File: src/hdl/l2_read_regs.svh
/*
  Constants for the level-two read-issue arbiter and hazard check.
  Assumes inclusion by bare name from the package and design files.
*/
`ifndef L2_READ_REGS_SVH
`define L2_READ_REGS_SVH
`define AUX_BOOST_BIT     10
`define AUX_RESET_VALUE   32'h0000_0000
`define ADDR_WIDTH        32
`define GRANULE_LSB       5
`define READ_SLOTS        4
`define SLOT_CNT_WIDTH    3
`define STORE_ENTRIES     4
`define QUEUE_DEPTH       4
`define QUEUE_IDX_WIDTH   2
`endif

File: src/hdl/l2_read_pkg.sv
/*
  Types shared by the read arbiter and the testbench.
  Assumes the constants header is on the include path.
*/
`include "l2_read_regs.svh"
package l2_read_pkg;
  typedef logic [`ADDR_WIDTH-1:0] addr_type;
  typedef enum logic [1:0] {
    MEM_CACHEABLE = 2'b00,
    MEM_NORMAL_NC = 2'b01,
    MEM_STRONG    = 2'b10,
    MEM_DEVICE    = 2'b11
  } mem_kind_type;
  typedef enum logic [1:0] {
    ST_IDLE  = 2'b00,
    ST_CHECK = 2'b01,
    ST_HOLD  = 2'b10
  } check_state_type;
endpackage : l2_read_pkg

File: src/hdl/read_queue.sv
/*
  Small request memory of pending downstream reads, one per slot.
  Read data come out of a register; assumes one clock and async reset.
*/
`timescale 1ns/100ps
`include "l2_read_regs.svh"
module read_queue (
  input  wire logic                    i_mclk,   // Clock
  input  wire logic                    i_nrst,   // Async reset, active low
  input  wire logic                    i_we,     // Write strobe
  input  wire logic [`QUEUE_IDX_WIDTH-1:0] i_waddr, // Write slot
  input  wire logic [`ADDR_WIDTH+1:0]  i_wdata,  // Kind and address
  input  wire logic [`QUEUE_IDX_WIDTH-1:0] i_raddr, // Read slot
  output logic      [`ADDR_WIDTH+1:0]  o_rdata   // Registered read data
);
  logic [`ADDR_WIDTH+1:0] mem [`QUEUE_DEPTH];

  always_ff @(posedge i_mclk) begin
    if (i_we) begin
      mem[i_waddr] <= i_wdata;
    end
  end

  always_ff @(posedge i_mclk or negedge i_nrst) begin
    if (!i_nrst) begin
      o_rdata <= '0;
    end else begin
      o_rdata <= mem[i_raddr];
    end
  end
endmodule : read_queue

File: src/hdl/l2_read_priority_hazard_check.sv
/*
  Read-issue arbiter with store-buffer hazard check for a level-two cache.
  Assumes one clock, upstream valid/ready reads, a store buffer that
  reports its active write granules, and a downstream master that returns
  one completion pulse per issued read.
*/
`timescale 1ns/100ps
`include "l2_read_regs.svh"
// How it works
// - Aux bit 10 enables boost, reset off
// - Boost: strongly-ordered/device reads issue first
// - At most four outstanding downstream reads
// - Misses issue linefills; boosted uncached reads starve them
// - Hazard compare uses address bits 31:5
// - Normal reads checked against active store writes
// - Matching read held until write completes
module l2_read_priority_hazard_check
  import l2_read_pkg::*;
(
  input  wire logic                   i_mclk,      // Clock, 200 MHz
  input  wire logic                   i_nrst,      // Async reset, active low
  input  wire logic                   i_aux_we,    // Aux control write strobe
  input  wire logic [31:0]            i_aux_wdata, // Aux control write data
  input  wire logic                   i_rd_valid,  // Upstream read valid
  input  wire l2_read_pkg::addr_type  i_rd_addr,   // Upstream read address
  input  wire l2_read_pkg::mem_kind_type i_rd_kind, // Memory type
  input  wire logic                   i_rd_hit,    // Cacheable read hits in L2
  input  wire logic [`STORE_ENTRIES-1:0] i_sb_active, // Store entries active
  input  wire logic [`STORE_ENTRIES*`ADDR_WIDTH-1:0] i_sb_addr, // Entry addresses
  input  wire logic                   i_m_ready,   // Downstream takes address
  input  wire logic                   i_m_done,    // One read completed
  output logic                        o_rd_ready,  // Upstream read taken
  output logic                        o_m_valid,   // Downstream address valid
  output l2_read_pkg::addr_type       o_m_addr,    // Downstream address
  output logic                        o_m_linefill, // Request is a linefill
  output logic [31:0]                 o_aux_rdata, // Aux control readback
  output logic [`SLOT_CNT_WIDTH-1:0]  o_slots_used // Outstanding reads
);
  import l2_read_pkg::*;

  function automatic logic same_granule(input addr_type a, input addr_type b);
    same_granule = a[`ADDR_WIDTH-1:`GRANULE_LSB] == b[`ADDR_WIDTH-1:`GRANULE_LSB];
  endfunction : same_granule

  function automatic logic is_uncached_ordered(input mem_kind_type k);
    is_uncached_ordered = (k == MEM_STRONG) || (k == MEM_DEVICE);
  endfunction : is_uncached_ordered

  // Auxiliary control
  logic [31:0] aux, next_aux;
  logic        boost;
  assign boost = aux[`AUX_BOOST_BIT];
  always_comb begin
    next_aux = aux;
    if (i_aux_we) begin
      next_aux = i_aux_wdata;
    end
  end
  always_ff @(posedge i_mclk or negedge i_nrst) begin
    if (!i_nrst) begin
      aux <= `AUX_RESET_VALUE;
    end else begin
      aux <= next_aux;
    end
  end

  // Hazard check on intake
  check_state_type state, next_state;
  addr_type        cur_addr, next_cur_addr;
  mem_kind_type    cur_kind, next_cur_kind;
  logic            hazard;
  logic            take, next_rd_ready;
  logic            push;

  always_comb begin
    hazard = 1'b0;
    for (int i = 0; i < `STORE_ENTRIES; i++) begin
      if (i_sb_active[i] && cur_kind != MEM_STRONG && cur_kind != MEM_DEVICE &&
          same_granule(cur_addr, i_sb_addr[i*`ADDR_WIDTH +: `ADDR_WIDTH])) begin
        hazard = 1'b1;
      end
    end
  end

  // Queue of pending reads, arrival ordered
  logic [`QUEUE_DEPTH-1:0]      q_valid, next_q_valid;
  addr_type                     q_addr [`QUEUE_DEPTH];
  mem_kind_type                 q_kind [`QUEUE_DEPTH];
  logic [`QUEUE_IDX_WIDTH-1:0]  q_age  [`QUEUE_DEPTH];
  logic [`QUEUE_IDX_WIDTH-1:0]  wr_slot, sel;
  logic                         sel_ok, q_full;
  logic [`SLOT_CNT_WIDTH-1:0]   used, next_used;
  logic                         issue;
  logic [`ADDR_WIDTH+1:0]       mem_rdata;

  always_comb begin
    wr_slot = '0;
    for (int i = `QUEUE_DEPTH-1; i >= 0; i--) begin
      if (!q_valid[i]) begin
        wr_slot = i[`QUEUE_IDX_WIDTH-1:0];
      end
    end
  end
  assign q_full = &q_valid;

  always_comb begin
    next_state    = state;
    next_cur_addr = cur_addr;
    next_cur_kind = cur_kind;
    take          = 1'b0;
    push          = 1'b0;
    case (state)
      ST_IDLE: begin
        if (i_rd_valid) begin
          take          = 1'b1;
          next_cur_addr = i_rd_addr;
          next_cur_kind = i_rd_kind;
          next_state    = ST_CHECK;
        end
      end
      ST_CHECK, ST_HOLD: begin
        if (hazard) begin
          next_state = ST_HOLD;
        end else if (cur_kind == MEM_CACHEABLE && i_rd_hit && state == ST_CHECK) begin
          next_state = ST_IDLE;
        end else if (!q_full) begin
          push       = 1'b1;
          next_state = ST_IDLE;
        end
      end
      default: next_state = ST_IDLE;
    endcase
    next_rd_ready = take;
  end

  // Oldest first; with boost, oldest ordered read beats any miss
  always_comb begin
    sel    = '0;
    sel_ok = 1'b0;
    for (int i = 0; i < `QUEUE_DEPTH; i++) begin
      if (q_valid[i] && (!sel_ok || q_age[i] > q_age[sel])) begin
        if (!(boost && sel_ok && is_uncached_ordered(q_kind[sel]) &&
              !is_uncached_ordered(q_kind[i]))) begin
          sel    = i[`QUEUE_IDX_WIDTH-1:0];
          sel_ok = 1'b1;
        end
      end else if (q_valid[i] && boost && is_uncached_ordered(q_kind[i]) &&
                   !is_uncached_ordered(q_kind[sel])) begin
        sel    = i[`QUEUE_IDX_WIDTH-1:0];
        sel_ok = 1'b1;
      end
    end
  end

  assign issue = sel_ok && (used < `SLOT_CNT_WIDTH'(`READ_SLOTS)) &&
                 (!o_m_valid || i_m_ready);

  always_comb begin
    next_q_valid = q_valid;
    next_used    = used;
    if (issue) begin
      next_q_valid[sel] = 1'b0;
    end
    if (push) begin
      next_q_valid[wr_slot] = 1'b1;
    end
    case ({issue, i_m_done && used != '0})
      2'b10:   next_used = used + `SLOT_CNT_WIDTH'(1);
      2'b01:   next_used = used - `SLOT_CNT_WIDTH'(1);
      default: next_used = used;
    endcase
  end

  read_queue u_queue (
    .i_mclk  (i_mclk),
    .i_nrst  (i_nrst),
    .i_we    (push),
    .i_waddr (wr_slot),
    .i_wdata ({cur_kind, cur_addr}),
    .i_raddr (sel),
    .o_rdata (mem_rdata)
  );

  // Queue memory must agree with the issued slot one cycle later
  property p_queue_data;
    @(posedge i_mclk) disable iff (!i_nrst)
      issue |=> (mem_rdata == {$past(q_kind[sel]), $past(q_addr[sel])});
  endproperty
  a_queue_data: assert property (p_queue_data) else $error("queue word mismatch");

  always_ff @(posedge i_mclk or negedge i_nrst) begin
    if (!i_nrst) begin
      state        <= ST_IDLE;
      cur_addr     <= '0;
      cur_kind     <= MEM_CACHEABLE;
      o_rd_ready   <= 1'b0;
      q_valid      <= '0;
      used         <= '0;
      o_m_valid    <= 1'b0;
      o_m_addr     <= '0;
      o_m_linefill <= 1'b0;
      o_aux_rdata  <= '0;
      o_slots_used <= '0;
      for (int i = 0; i < `QUEUE_DEPTH; i++) begin
        q_addr[i] <= '0;
        q_kind[i] <= MEM_CACHEABLE;
        q_age[i]  <= '0;
      end
    end else begin
      state        <= next_state;
      cur_addr     <= next_cur_addr;
      cur_kind     <= next_cur_kind;
      o_rd_ready   <= next_rd_ready;
      q_valid      <= next_q_valid;
      used         <= next_used;
      o_aux_rdata  <= next_aux;
      o_slots_used <= next_used;
      // Age counts younger entries, so ages stay distinct and never saturate
      for (int i = 0; i < `QUEUE_DEPTH; i++) begin
        if (q_valid[i]) begin
          q_age[i] <= q_age[i] + `QUEUE_IDX_WIDTH'(push) -
                      `QUEUE_IDX_WIDTH'(issue && q_age[i] > q_age[sel]);
        end
      end
      if (push) begin
        q_addr[wr_slot] <= cur_addr;
        q_kind[wr_slot] <= cur_kind;
        q_age[wr_slot]  <= '0;
      end
      if (issue) begin
        o_m_valid    <= 1'b1;
        o_m_addr     <= q_addr[sel];
        o_m_linefill <= q_kind[sel] == MEM_CACHEABLE;
      end else if (i_m_ready) begin
        o_m_valid    <= 1'b0;
      end
    end
  end

  // Checks
  property p_slots_bound;
    @(posedge i_mclk) disable iff (!i_nrst) used <= `SLOT_CNT_WIDTH'(`READ_SLOTS);
  endproperty
  a_slots_bound: assert property (p_slots_bound) else $error("more than four reads");
  property p_boost_reset;
    @(posedge i_mclk) disable iff (!i_nrst) $rose(boost) |-> $past(i_aux_we);
  endproperty
  a_boost_reset: assert property (p_boost_reset) else $error("boost set without write");
  property p_hold_hazard;
    @(posedge i_mclk) disable iff (!i_nrst)
      (push && (cur_kind == MEM_CACHEABLE || cur_kind == MEM_NORMAL_NC)) |->
        !((i_sb_active[0] && cur_addr[31:5] == i_sb_addr[31:5]) ||
          (i_sb_active[1] && cur_addr[31:5] == i_sb_addr[63:37]) ||
          (i_sb_active[2] && cur_addr[31:5] == i_sb_addr[95:69]) ||
          (i_sb_active[3] && cur_addr[31:5] == i_sb_addr[127:101]));
  endproperty
  a_hold_hazard: assert property (p_hold_hazard) else $error("hazard read pushed");
  property p_granule;
    @(posedge i_mclk) disable iff (!i_nrst)
      (state != ST_IDLE && (cur_kind == MEM_CACHEABLE || cur_kind == MEM_NORMAL_NC) &&
       i_sb_active[2] && cur_addr[31:5] == i_sb_addr[95:69]) |-> hazard;
  endproperty
  a_granule: assert property (p_granule) else $error("granule match missed");
  property p_normal_check;
    @(posedge i_mclk) disable iff (!i_nrst)
      $rose(state == ST_HOLD) |-> $past(hazard);
  endproperty
  a_normal_check: assert property (p_normal_check) else $error("hold without match");
  property p_boost_prio;
    @(posedge i_mclk) disable iff (!i_nrst)
      (issue && boost && !is_uncached_ordered(q_kind[sel])) |->
        !(|(q_valid & {is_uncached_ordered(q_kind[3]), is_uncached_ordered(q_kind[2]),
                       is_uncached_ordered(q_kind[1]), is_uncached_ordered(q_kind[0])}));
  endproperty
  a_boost_prio: assert property (p_boost_prio) else $error("miss beat ordered read");
  property p_fifo_order;
    @(posedge i_mclk) disable iff (!i_nrst)
      (issue && !boost) |-> (q_valid[0] -> q_age[sel] >= q_age[0]);
  endproperty
  a_fifo_order: assert property (p_fifo_order) else $error("younger read issued");
  property p_linefill;
    @(posedge i_mclk) disable iff (!i_nrst)
      issue |=> (o_m_linefill == ($past(q_kind[sel]) == MEM_CACHEABLE));
  endproperty
  a_linefill: assert property (p_linefill) else $error("linefill flag wrong");
endmodule : l2_read_priority_hazard_check

File: config.mk
export PLATFORM = sky130hd
export DESIGN_NAME = l2_read_priority_hazard_check
export DESIGN_NICKNAME = d
export VERILOG_FILES = /design/src/hdl/l2_read_pkg.sv /design/src/hdl/read_queue.sv /design/src/hdl/l2_read_priority_hazard_check.sv
export VERILOG_INCLUDE_DIRS = /design/src /design/src/hdl
export SDC_FILE = /design/constraint.sdc
export NUM_CORES = 1
export LEC_CHECK = 0
export BUFFER_PORTS_ARGS = -buffer_cell sky130_fd_sc_hd__buf_2
export CORE_ASPECT_RATIO = 2
export CORE_MARGIN = 5
export CORE_UTILIZATION = 55
export DETAILED_ROUTE_END_ITERATION = 8
export PLACE_DENSITY = 0.81
export SLEW_MARGIN = 10
export SYNTH_ARGS = -nofsm -noshare
export SYNTH_HDL_FRONTEND = slang
export SYNTH_SLANG_ARGS = --single-unit
File: constraint.sdc
create_clock -name i_mclk -period 8.1 [get_ports i_mclk]
set_input_delay 1.62 -clock i_mclk [delete_from_list [all_inputs] [get_ports i_mclk]]
set_output_delay 1.62 -clock i_mclk [all_outputs]
set_load 0.01 [all_outputs]
## Word level (Yosys, flattened, before mapping)

Cells that the tools add are included.

| word-level totals | value |
|---|---|
| register bits after elaboration | 254 |
| output and inout port bits | 70 |
| logic and storage cells | 240 |
| input port bits | 205 |

| cells by class | value |
|---|---|
| order comparisons | 17 |
| add/sub/neg operators | 10 |
| bitwise logic cells | 9 |
| reduce and logical (&&, ||, !) cells | 78 |
| equality and inequality tests | 24 |
| multiplexer cells | 80 |

Operators with widths:

| kind | count |
|---|---|
| 128-bit bitwise mux | 1 |
| 27-bit == test | 4 |
| 32-bit 2-to-1 mux | 3 |
| 32-bit binary-select mux with 2-bit select | 1 |
| 32-bit demux with 2-bit select | 1 |
| 2-bit 2-to-1 mux | 32 |
| 1-bit logical AND | 48 |
| 2-bit == test, second input constant | 14 |
| 1-bit 2-to-1 mux | 27 |
| 2-bit binary-select mux with 2-bit select | 6 |
| 2-bit greater-than comparator | 7 |
| 3-bit greater-or-equal comparator, second input constant | 4 |
| 2-bit inverter with 3-bit output | 4 |
| 1-bit logical NOT | 10 |
| 1-bit logical OR | 10 |
| 2-bit by 1-bit adder with 2-bit output | 4 |
| 8-bit bitwise AND | 1 |
| 8-bit bitwise mux | 1 |
| 4-bit 2-to-1 mux | 2 |
| 8-bit 2-to-1 mux | 1 |
| 8-bit inverter | 1 |
| 2-bit by 1-bit subtractor with 2-bit output | 4 |
| 2-bit logical NOT | 3 |
| 2-bit by 3-bit less-than comparator with 1-bit output, second input constant | 2 |
| other kinds (20) | 27 |

## Logic depth before layout (Yosys ltp)

Gate-level depths: netlist of run 1.

| depth | value |
|---|---|
| depth after elaboration | 41 |
| mapped depth | 35 |

## Least setup slack after synthesis of run 1

OpenSTA, ideal clock, no wires.

| path | value |
|---|---|
| kind | register to register |
| start | reg q_age[7] (netlist bit) |
| end | reg q_age[3] (netlist bit) |
| stages on the path, launching flop included | 36 |
| data arrival time | 6.619 ns |
| path buffers | 2 |
| required time | 7.976 ns |
| clock period less this slack | 6.743 ns |
| path slack | 1.357 ns |
| cells stage by stage | dfrtp_1 -> inv_1 -> ha_1 -> nor2b_1 -> o221ai_1 -> a31oi_1 -> nor2_1 -> a21oi_1 -> ha_1 -> nor2b_1 -> o311ai_4 -> or2_4 -> o211ai_2 -> nor2_1 -> a21oi_1 -> ha_1 -> nor2b_1 -> o21a_1 -> or3_1 -> o22a_1 -> a2bb2oi_4 -> and2_1 -> buf_4 -> buf_4 -> a221oi_1 -> ha_1 -> nor3_1 -> a41oi_1 -> o32ai_1 -> ha_1 -> inv_1 -> ha_1 -> xor2_1 -> nand2_1 -> xnor2_1 -> nor2_1 |

| between the ends | value |
|---|---|
| longest elaborated chain between the ends | 34 |

RTL lines:

| element | RTL line | text |
|---|---|---|
| start: declaration | l2_read_priority_hazard_check.sv:89 | `` logic [`QUEUE_IDX_WIDTH-1:0] q_age [`QUEUE_DEPTH]; `` |
| start signal: indexed assignment | l2_read_priority_hazard_check.sv:221 | `` q_age[i] <= q_age[i] + `QUEUE_IDX_WIDTH'(push) - `` |
| 2-bit greater-than comparator | l2_read_priority_hazard_check.sv:141 | `if (q_valid[i] && (!sel_ok \|\| q_age[i] > q_age[sel])) begin` |
| 1-bit logical OR | l2_read_priority_hazard_check.sv:141 |  |
| 1-bit logical AND | l2_read_priority_hazard_check.sv:141 |  |
| 2-bit 2-to-1 mux | l2_read_priority_hazard_check.sv:141 |  |
| 2-bit inverter with 3-bit output (implied by the code) | l2_read_priority_hazard_check.sv:141, l2_read_priority_hazard_check.sv:142, l2_read_priority_hazard_check.sv:148 |  |
| 2-bit binary-select mux with 2-bit select | l2_read_priority_hazard_check.sv:142, l2_read_priority_hazard_check.sv:148 |  |
| 2-bit 2-to-1 mux (implied by the code) (2 in series) | l2_read_priority_hazard_check.sv:142, l2_read_priority_hazard_check.sv:148 |  |
| 2-bit == test | l2_read_priority_hazard_check.sv:46 | `is_uncached_ordered = (k == MEM_STRONG) \|\| (k == MEM_DEVICE);` |
| [16 not listed] | n/a |  |
| 2-bit binary-select mux with 2-bit select | l2_read_priority_hazard_check.sv:222 | `` `QUEUE_IDX_WIDTH'(issue && q_age[i] > q_age[sel]); `` |
| 2-bit 2-to-1 mux (implied by the code) (2 in series) | l2_read_priority_hazard_check.sv:222 |  |
| 2-bit greater-than comparator | l2_read_priority_hazard_check.sv:222 |  |
| 1-bit logical AND (*) | l2_read_priority_hazard_check.sv:222 |  |
| 2-bit by 1-bit subtractor with 2-bit output (*) | l2_read_priority_hazard_check.sv:221 |  |
| 2-bit 2-to-1 mux (*) | l2_read_priority_hazard_check.sv:220 | `if (q_valid[i]) begin` |
| 8-bit bitwise AND (no source line) | n/a |  |
| 8-bit 2-to-1 mux (*) | l2_read_priority_hazard_check.sv:225 | `if (push) begin` |

Mark *: on every way between the ends. The rest lies on a longest branch, timed or not. The select of a mux whose other input is x is not followed.
A chain may end at the register's enable or synchronous reset.

## Worst setup path after layout of run 1

| path | value |
|---|---|
| start | reg q_age[7] (netlist bit) |
| end | reg q_age[1] (netlist bit) |

The elaborated chain is that of the path after synthesis.

==> qor.txt, run 1 <==
Max-cap violations = 0
CTS tree = built
# IOs = 275
Setup Viol. Count Final = 0
Number of global-route vias before repair = 10100
Cell area after synthesis = 0.0124 mm²
Chip Height = 223 µm
Hold slack = 493 ps
Initial antenna violation count = 1
Leading cell type in the layout, fill and taps excluded = dfrtp_1
Total die area = 0.0259 mm²
Most used cell, CP = ha_1
Final Cycle Share = 0.900
Synth Instances = 1008
Max Buffers Root-to-Sink = 3
Post-layout util = 0.654
Tmin final = 7290 ps
Area grow syn2layout = 18.0%
Critical path arrival = 7680 ps
Critical path class = flip-flop to flip-flop
Post-route setup slack = 812 ps
Final HPWL DP = 23800 µm
Synth Net Count = 1235
Post-synth EDFFs = 0
Req. time, crit path = 8490 ps
Hold Crit Class = flip-flop to flip-flop
H-tree depth = 1
Most frequent cells in the layout = dfrtp_1 (254), buf_2 (253), mux2_2 (185)
Starting Density = 0.554
Die X-Extent = 116 µm
First-pass GRT wire length = 54800 µm
Initial DRC Count = 630
GR Overflow Total = 0
Clock skew = 15.9 ps
Rel. slew slack = 0.257
Num CTS Buffers = 23
# clock sinks = 254
Pleak = 6.50 nW
N_diodes = 0
Largest net degree at the start of global routing = 91
Final Hold Viols = 0
Fillers = 1691
Seq cells post-synth = 254
Peak VDD IR = 0.662 mV
Final instance area = 0.0147 mm²
Share of cells above drive strength 1 = 0.414
Core Area = 0.0224 mm²
CP Launch Type = flip-flop
Avg Cell Area, Syn = 12.3 µm²
DRC viols = 0
Vias per Instance = 6.03
Synth async-reset ratio = 1.00
Maximum fanout along the worst path = 7
Routed Antenna Nets = 0
Total GRT Usage = 0.272
Place WS = 840 ps
PortBufs = 254
Final net count = 1451
Global placement routability congestion = 0.886
Ys flop type = dfrtp_1
DR vias = 9161
Unique masters post-synth = 71
Avg WL per Cell = 23.0 µm
RSZ-0062 raised after global routing = false
Dpl cell area = 0.0138 mm²
CTS Hold Bufs = 0
Max-slew violation count = 0
PD cells = 528 mW/mm²
Fmax = 137 MHz
Total Wirelength = 35000 µm
Synth warn = 0
Status = completed
Critical path's largest stage delay = 530 ps
Setup TNS = 0 ps
CP max stage cell = a221oi_1
Row count = 78
CP Capture Type = flip-flop
Clock Tree Root = clkbuf_16
Clock-pin slew on the worst setup and hold paths = 70 ps
Least-Margin Pin Slew = 1110 ps
Seq/Total Area, Yosys = 0.511
First-pass DRT Iterations = 8
Clock Latency Late Sink = 530 ps
-- cells by family after synthesis --
group / Yosys count / synth area share
flops: 254 / 0.511
mux: 205 / 0.185
simple gates: 154 / 0.0649
compound gates: 156 / 0.0939
xor+xnor: 119 / 0.0838
fa+ha+maj: 22 / 0.0227
buf+inv: 98 / 0.0379
-- state kept, by name, summed over array words and instances (netlist names), 3 cells and up --
signal / cells
q_addr: 128
cur_addr: 32
o_aux_rdata: 32
o_m_addr: 32
q_age: 8
q_kind: 8
q_valid: 4
used: 3
-- metal layers --
layer / GRT usage / routed length, µm / vias up
met1: 0.333 / 13100 / 4621
met3: 0.0570 / 2650 / 79
met2: 0.461 / 17700 / 395
met4: 0.110 / 1420 / 2
met5: 0 / 19 / -
li1: - / - / 4064
-- area by class of cell --
class                   instances  area (µm²)  area share
clock buffers                  31         676      0.0461
clock inverters                 9         176      0.0120
inverters                      22        82.6     0.00563
multi-input cells             656        5650       0.385
flip-flops and latches        254        6360       0.433
well taps                     280         350      0.0239
repair buffers                267        1380      0.0940
-- cell usage after synthesis (2+ instances only) --
master / count / area share
buf_4: 14 / 0.0085
nand2_1: 21 / 0.0063
o21a_1: 2 / 0.0012
nor4_1: 16 / 0.0081
a41oi_1: 4 / 0.0028
o32ai_1: 3 / 0.0021
mux2i_1: 4 / 0.0032
nor3_1: 6 / 0.0024
dfrtp_1: 254 / 0.51
inv_1: 20 / 0.0060
nand3b_1: 3 / 0.0018
nor2_1: 50 / 0.015
or3_1: 4 / 0.0020
nand4_1: 26 / 0.013
mux2_2: 185 / 0.17
o21ai_0: 10 / 0.0040
mux2_1: 16 / 0.014
nor3_2: 2 / 0.0016
xnor2_1: 67 / 0.047
clkbuf_1: 21 / 0.0063
xor2_1: 52 / 0.037
a21oi_1: 69 / 0.028
ha_1: 21 / 0.021
nor2b_1: 6 / 0.0030
o211ai_1: 4 / 0.0024
inv_2: 2 / 0.00060
a222oi_1: 32 / 0.026
a21o_1: 3 / 0.0018
buf_2: 41 / 0.017
nand2b_1: 5 / 0.0025
nand3_1: 5 / 0.0020
-- worst max-delay path, delay by kind of cell, from the launching register on --
family / cells / cell delay [ps]
buffers and inverters: 2 / 170
AO/OA/AOI/OAI: 12 / 2670
flip-flops: 1 / 430
AND/OR/NAND/NOR: 11 / 1890
adder cells (fa/ha/maj): 6 / 1640
XOR/XNOR: 2 / 330
-- repair_timing --
| item | 4_1_cts | 5_1_grt |
|---|---|---|
| endpoints found under the setup margin | 0 | 1 |
| setup buffers | 0 | 0 |
| resized for setup | 0 | 1 |
-- power breakdown --
| group | switching (W) | internal, W |
|---|---|---|
| registers | 0.000671 | 0.00187 |
| clock network | 0.000477 | 0.000743 |
| logic | 0.00223 | 0.00175 |
| total | 0.00337 | 0.00437 |
-- stage by stage --
stage / total power, W / cells
6_report: 0.00774 / 1519
3_3_place_gp: 0.00629 / 1479
3_5_place_dp: 0.00646 / 1479
4_1_cts: 0.00774 / 1519
2_1_floorplan: 0.00532 / 1008
5_1_grt: 0.00826 / 1519
-- worst paths after layout --
path | startpoint | to | slack, ps | cells past startpoint
worst max-delay path | q_age[7] | q_age[1] | 810 | 33
worst min-delay path | q_addr[57] | q_addr[57] | 490 | 1
worst max register to register | q_age[7] | q_age[1] | 810 | 33
worst min register to register | q_addr[57] | q_addr[57] | 490 | 1
max in group asynchronous | i_nrst | cur_addr[16] | 5430 | 2
min in group asynchronous | i_nrst | o_m_valid | 1070 | 1
No activity file was read; power rests on OpenSTA's default activity.
==> run 2: changes to the inputs <==
--- a/config.mk
+++ b/config.mk
@@ -6,12 +6,13 @@
 export SDC_FILE = /design/constraint.sdc
 export NUM_CORES = 1
 export LEC_CHECK = 0
+export ABC_AREA = 1
 export BUFFER_PORTS_ARGS = -buffer_cell sky130_fd_sc_hd__buf_2
 export CORE_ASPECT_RATIO = 2
 export CORE_MARGIN = 5
 export CORE_UTILIZATION = 55
 export DETAILED_ROUTE_END_ITERATION = 8
-export PLACE_DENSITY = 0.81
+export PLACE_DENSITY = 0.8
 export SLEW_MARGIN = 10
 export SYNTH_ARGS = -nofsm -noshare
 export SYNTH_HDL_FRONTEND = slang
==> run 2 against run 1 <==
- clock-buffer cell count rose by 2
- die area grew 2.9%
- sequential power shrank 15%
- worst setup slack improved by 760 ps
- cell count rose by 35%
- sequential share of layout area fell by 0.89 points
- synthesized cell count is 53% higher
- area after synthesis is 3.1% higher
- worst hold slack worse by 7.3 ps
==> qor.txt, run 2 <==
Status = completed (unchanged)
Seq/Total Area, Yosys = 0.496 (was 0.511)
Hold Crit Class = flip-flop to flip-flop (unchanged)
H-tree depth = 1 (unchanged)
Most used cell, CP = nand2_1 (was ha_1)
Post-synth EDFFs = 0 (unchanged)
Maximum fanout along the worst path = 39 (was 7)
Synth area leaders = dfrtp_1 (50%), nand2_1 (11%), o21ai_0 (8.8%) (was dfrtp_1 (51%), mux2_2 (17%), xnor2_1 (4.7%))
CP max stage cell = buf_4 (was a221oi_1)
CTS Hold Bufs = 0 (unchanged)
Vias per Instance = 5.59 (was 6.03)
Num CTS Buffers = 24 (was 23)
Non-filler cells, final = 2052 (was 1519)
DRC viols = 0 (unchanged)
Final Cycle Share = 0.806 (was 0.900)
Max-slew violation count = 0 (unchanged)
Setup TNS = 0 ps (unchanged)
Max Buffers Root-to-Sink = 3 (unchanged)
Die X-Extent = 118 µm (was 116 µm)
Chip Height = 226 µm (was 223 µm)
Critical path class = flip-flop to flip-flop (unchanged)
Ys flop type = dfrtp_1 (unchanged)
DP Cell Count = 2008 (was 1479)
Synth async-reset ratio = 1.00 (unchanged)
Area grow syn2layout = 16.8% (was 18.0%)
Tmin final = 6530 ps (was 7290 ps)
DR vias = 11500 (was 9161)
Resized Gates After CTS = 0 (unchanged)
Clock Latency Late Sink = 550 ps (was 530 ps)
Clock skew = 20.3 ps (was 15.9 ps)
Total die area = 0.0266 mm² (was 0.0259 mm²)
Rel. slew slack = 0.288 (was 0.257)
First-pass DRT Iterations = 5 (was 8)
Row count = 79 (was 78)
Max-cap violations = 0 (unchanged)
Least-Margin Pin Slew = 1060 ps (was 1110 ps)
Fmax = 153 MHz (was 137 MHz)
Biggest register = q_addr (unchanged)
CTS tree = built (unchanged)
PortBufs = 254 (unchanged)
Synth Net Count = 1771 (was 1235)
First-pass GRT wire length = 62900 µm (was 54800 µm)
Count leader, synth = nand2_1 (was dfrtp_1)
Total GRT Usage = 0.302 (was 0.272)
Fillers = 2035 (was 1691)
Post-synth top area share = 0.496 (was 0.511)
Post-CTS setup buffer count = 0 (unchanged)
Total Wirelength = 40400 µm (was 35000 µm)
# IOs = 275 (unchanged)
CP Capture Type = flip-flop (unchanged)
Final HPWL DP = 28300 µm (was 23800 µm)
Routed Antenna Nets = 0 (unchanged)
Pleak = 7.64 nW (was 6.50 nW)
Clock Tree Root = clkbuf_16 (unchanged)
Most frequent cells in the layout = nand2_1 (371), dfrtp_1 (254), buf_2 (253) (was dfrtp_1 (254), buf_2 (253), mux2_2 (185))
Clock-pin slew on the worst setup and hold paths = 60 ps (was 70 ps)
Final instance area = 0.0150 mm² (was 0.0147 mm²)
Critical path arrival = 6950 ps (was 7680 ps)
Synth area leader = dfrtp_1 (unchanged)
Starting Density = 0.554 (about the same)
Avg Cell Area, Syn = 8.30 µm² (was 12.3 µm²)
Share of cells above drive strength 1 = 0.210 (was 0.414)
Largest net degree at the start of global routing = 138 (was 91)
Cell area after synthesis = 0.0128 mm² (was 0.0124 mm²)
Avg WL per Cell = 19.7 µm (was 23.0 µm)
# clock sinks = 254 (unchanged)
Setup Viol. Count Final = 0 (unchanged)
Critical path's largest stage delay = 450 ps (was 530 ps)
Global placement routability congestion = 0.952 (was 0.886)
Tot Pwr = 0.00763 W (was 0.00774 W)
N_diodes = 0 (unchanged)
Post-synth top cells = nand2_1 (372), dfrtp_1 (254), o21ai_0 (225) (was dfrtp_1 (254), mux2_2 (185), a21oi_1 (69))
Peak VDD IR = 2.30 mV (was 0.662 mV)
Synth warn = 0 (unchanged)
CP Launch Type = flip-flop (unchanged)
Max reg flops = 128 (unchanged)
Leading cell type in the layout, fill and taps excluded = nand2_1 (was dfrtp_1)
PD cells = 510 mW/mm² (was 528 mW/mm²)
Unique masters post-synth = 47 (was 71)
Hold slack = 486 ps (was 493 ps)
Initial DRC Count = 899 (was 630)
Core Area = 0.0231 mm² (was 0.0224 mm²)
RSZ-0062 raised after global routing = false (unchanged)
Dpl cell area = 0.0141 mm² (was 0.0138 mm²)
Number of global-route vias before repair = 11400 (was 10100)
Synth Instances = 1544 (was 1008)
Final net count = 1978 (was 1451)
Seq cells post-synth = 254 (unchanged)
GR Overflow Total = 0 (unchanged)
Initial antenna violation count = 6 (was 1)
Final Hold Viols = 0 (unchanged)
Req. time, crit path = 8520 ps (was 8490 ps)
[run 2: cell count changes in the layout (fill, tap and decap cells not counted), sizes merged, moves of 24 or more]
cell / change
xor2: -29
o21ai: +230
nand4: -24
inv: +133
or2: +35
a21oi: -62
nor2: +53
nand3: +108
nand2: +356
a222oi: -32
mux2: -170
xnor2: -54
[run 2: cells by family after synthesis]
group	Yosys count	share of synthesized area
xor+xnor	36	0.0246
compound gates	307	0.132
fa+ha+maj	22	0.0221
flops	254	0.496
buf+inv	238	0.0789
simple gates	656	0.220
mux	31	0.0272
[run 2: final cells by class]
class	count	area (µm²)	area share
clock inverter	11	170	0.0114
sequential	254	6360	0.424
tap	283	354	0.0236
inverter	156	586	0.0391
clock buffer	33	694	0.0464
timing repair buffer	263	1360	0.0909
multi-input combinational	1052	5460	0.364
[run 2: report_power, final]
group	switching [W]	internal, W	total [W]	leakage [nW]
sequential	0.000346	0.00181	0.00216	3.15
combinational	0.00297	0.00128	0.00425	4.07
clock	0.000499	0.000730	0.00123	0.430
total	0.00381	0.00382	0.00763	7.64
[run 2: per-stage QoR]
stage | setup slack (ps) | util
finish | 1570 | 0.648
CTS | 1540 | 0.648
global placement | 1750 | 0.610
global route | 835 | 0.648
detailed placement | 1590 | 0.610
floorplan | 2540 | -
[run 2: routing by layer]
metal / vias up / global-route usage / routed length [µm]
met5: - / 0 / 83
met4: 12 / 0.171 / 2570
met3: 128 / 0.0717 / 3190
met2: 505 / 0.527 / 20200
met1: 5409 / 0.335 / 14300
li1: 5426 / - / -
[run 2: critical path, delay by kind of cell, from the launching register on]
kind                     cells  cell delay, ps
adder cells (fa/ha/maj)      6            1700
AO/OA/AOI/OAI               11            1710
flip-flops                   1             440
buffers and inverters        8             920
AND/OR/NAND/NOR             18            1650
[run 2: worst paths after layout]
path,depth (start not counted),endpoint,from,slack (ps)
worst min-delay path,2,q_addr[58],q_addr[58],490
min in group asynchronous,1,o_aux_rdata[0],i_nrst,1200
worst max register to register,43,q_age[7],q_age[5],1570
max in group asynchronous,2,q_addr[99],i_nrst,5680
worst max-delay path,43,q_age[7],q_age[5],1570
worst min register to register,2,q_addr[58],q_addr[58],490
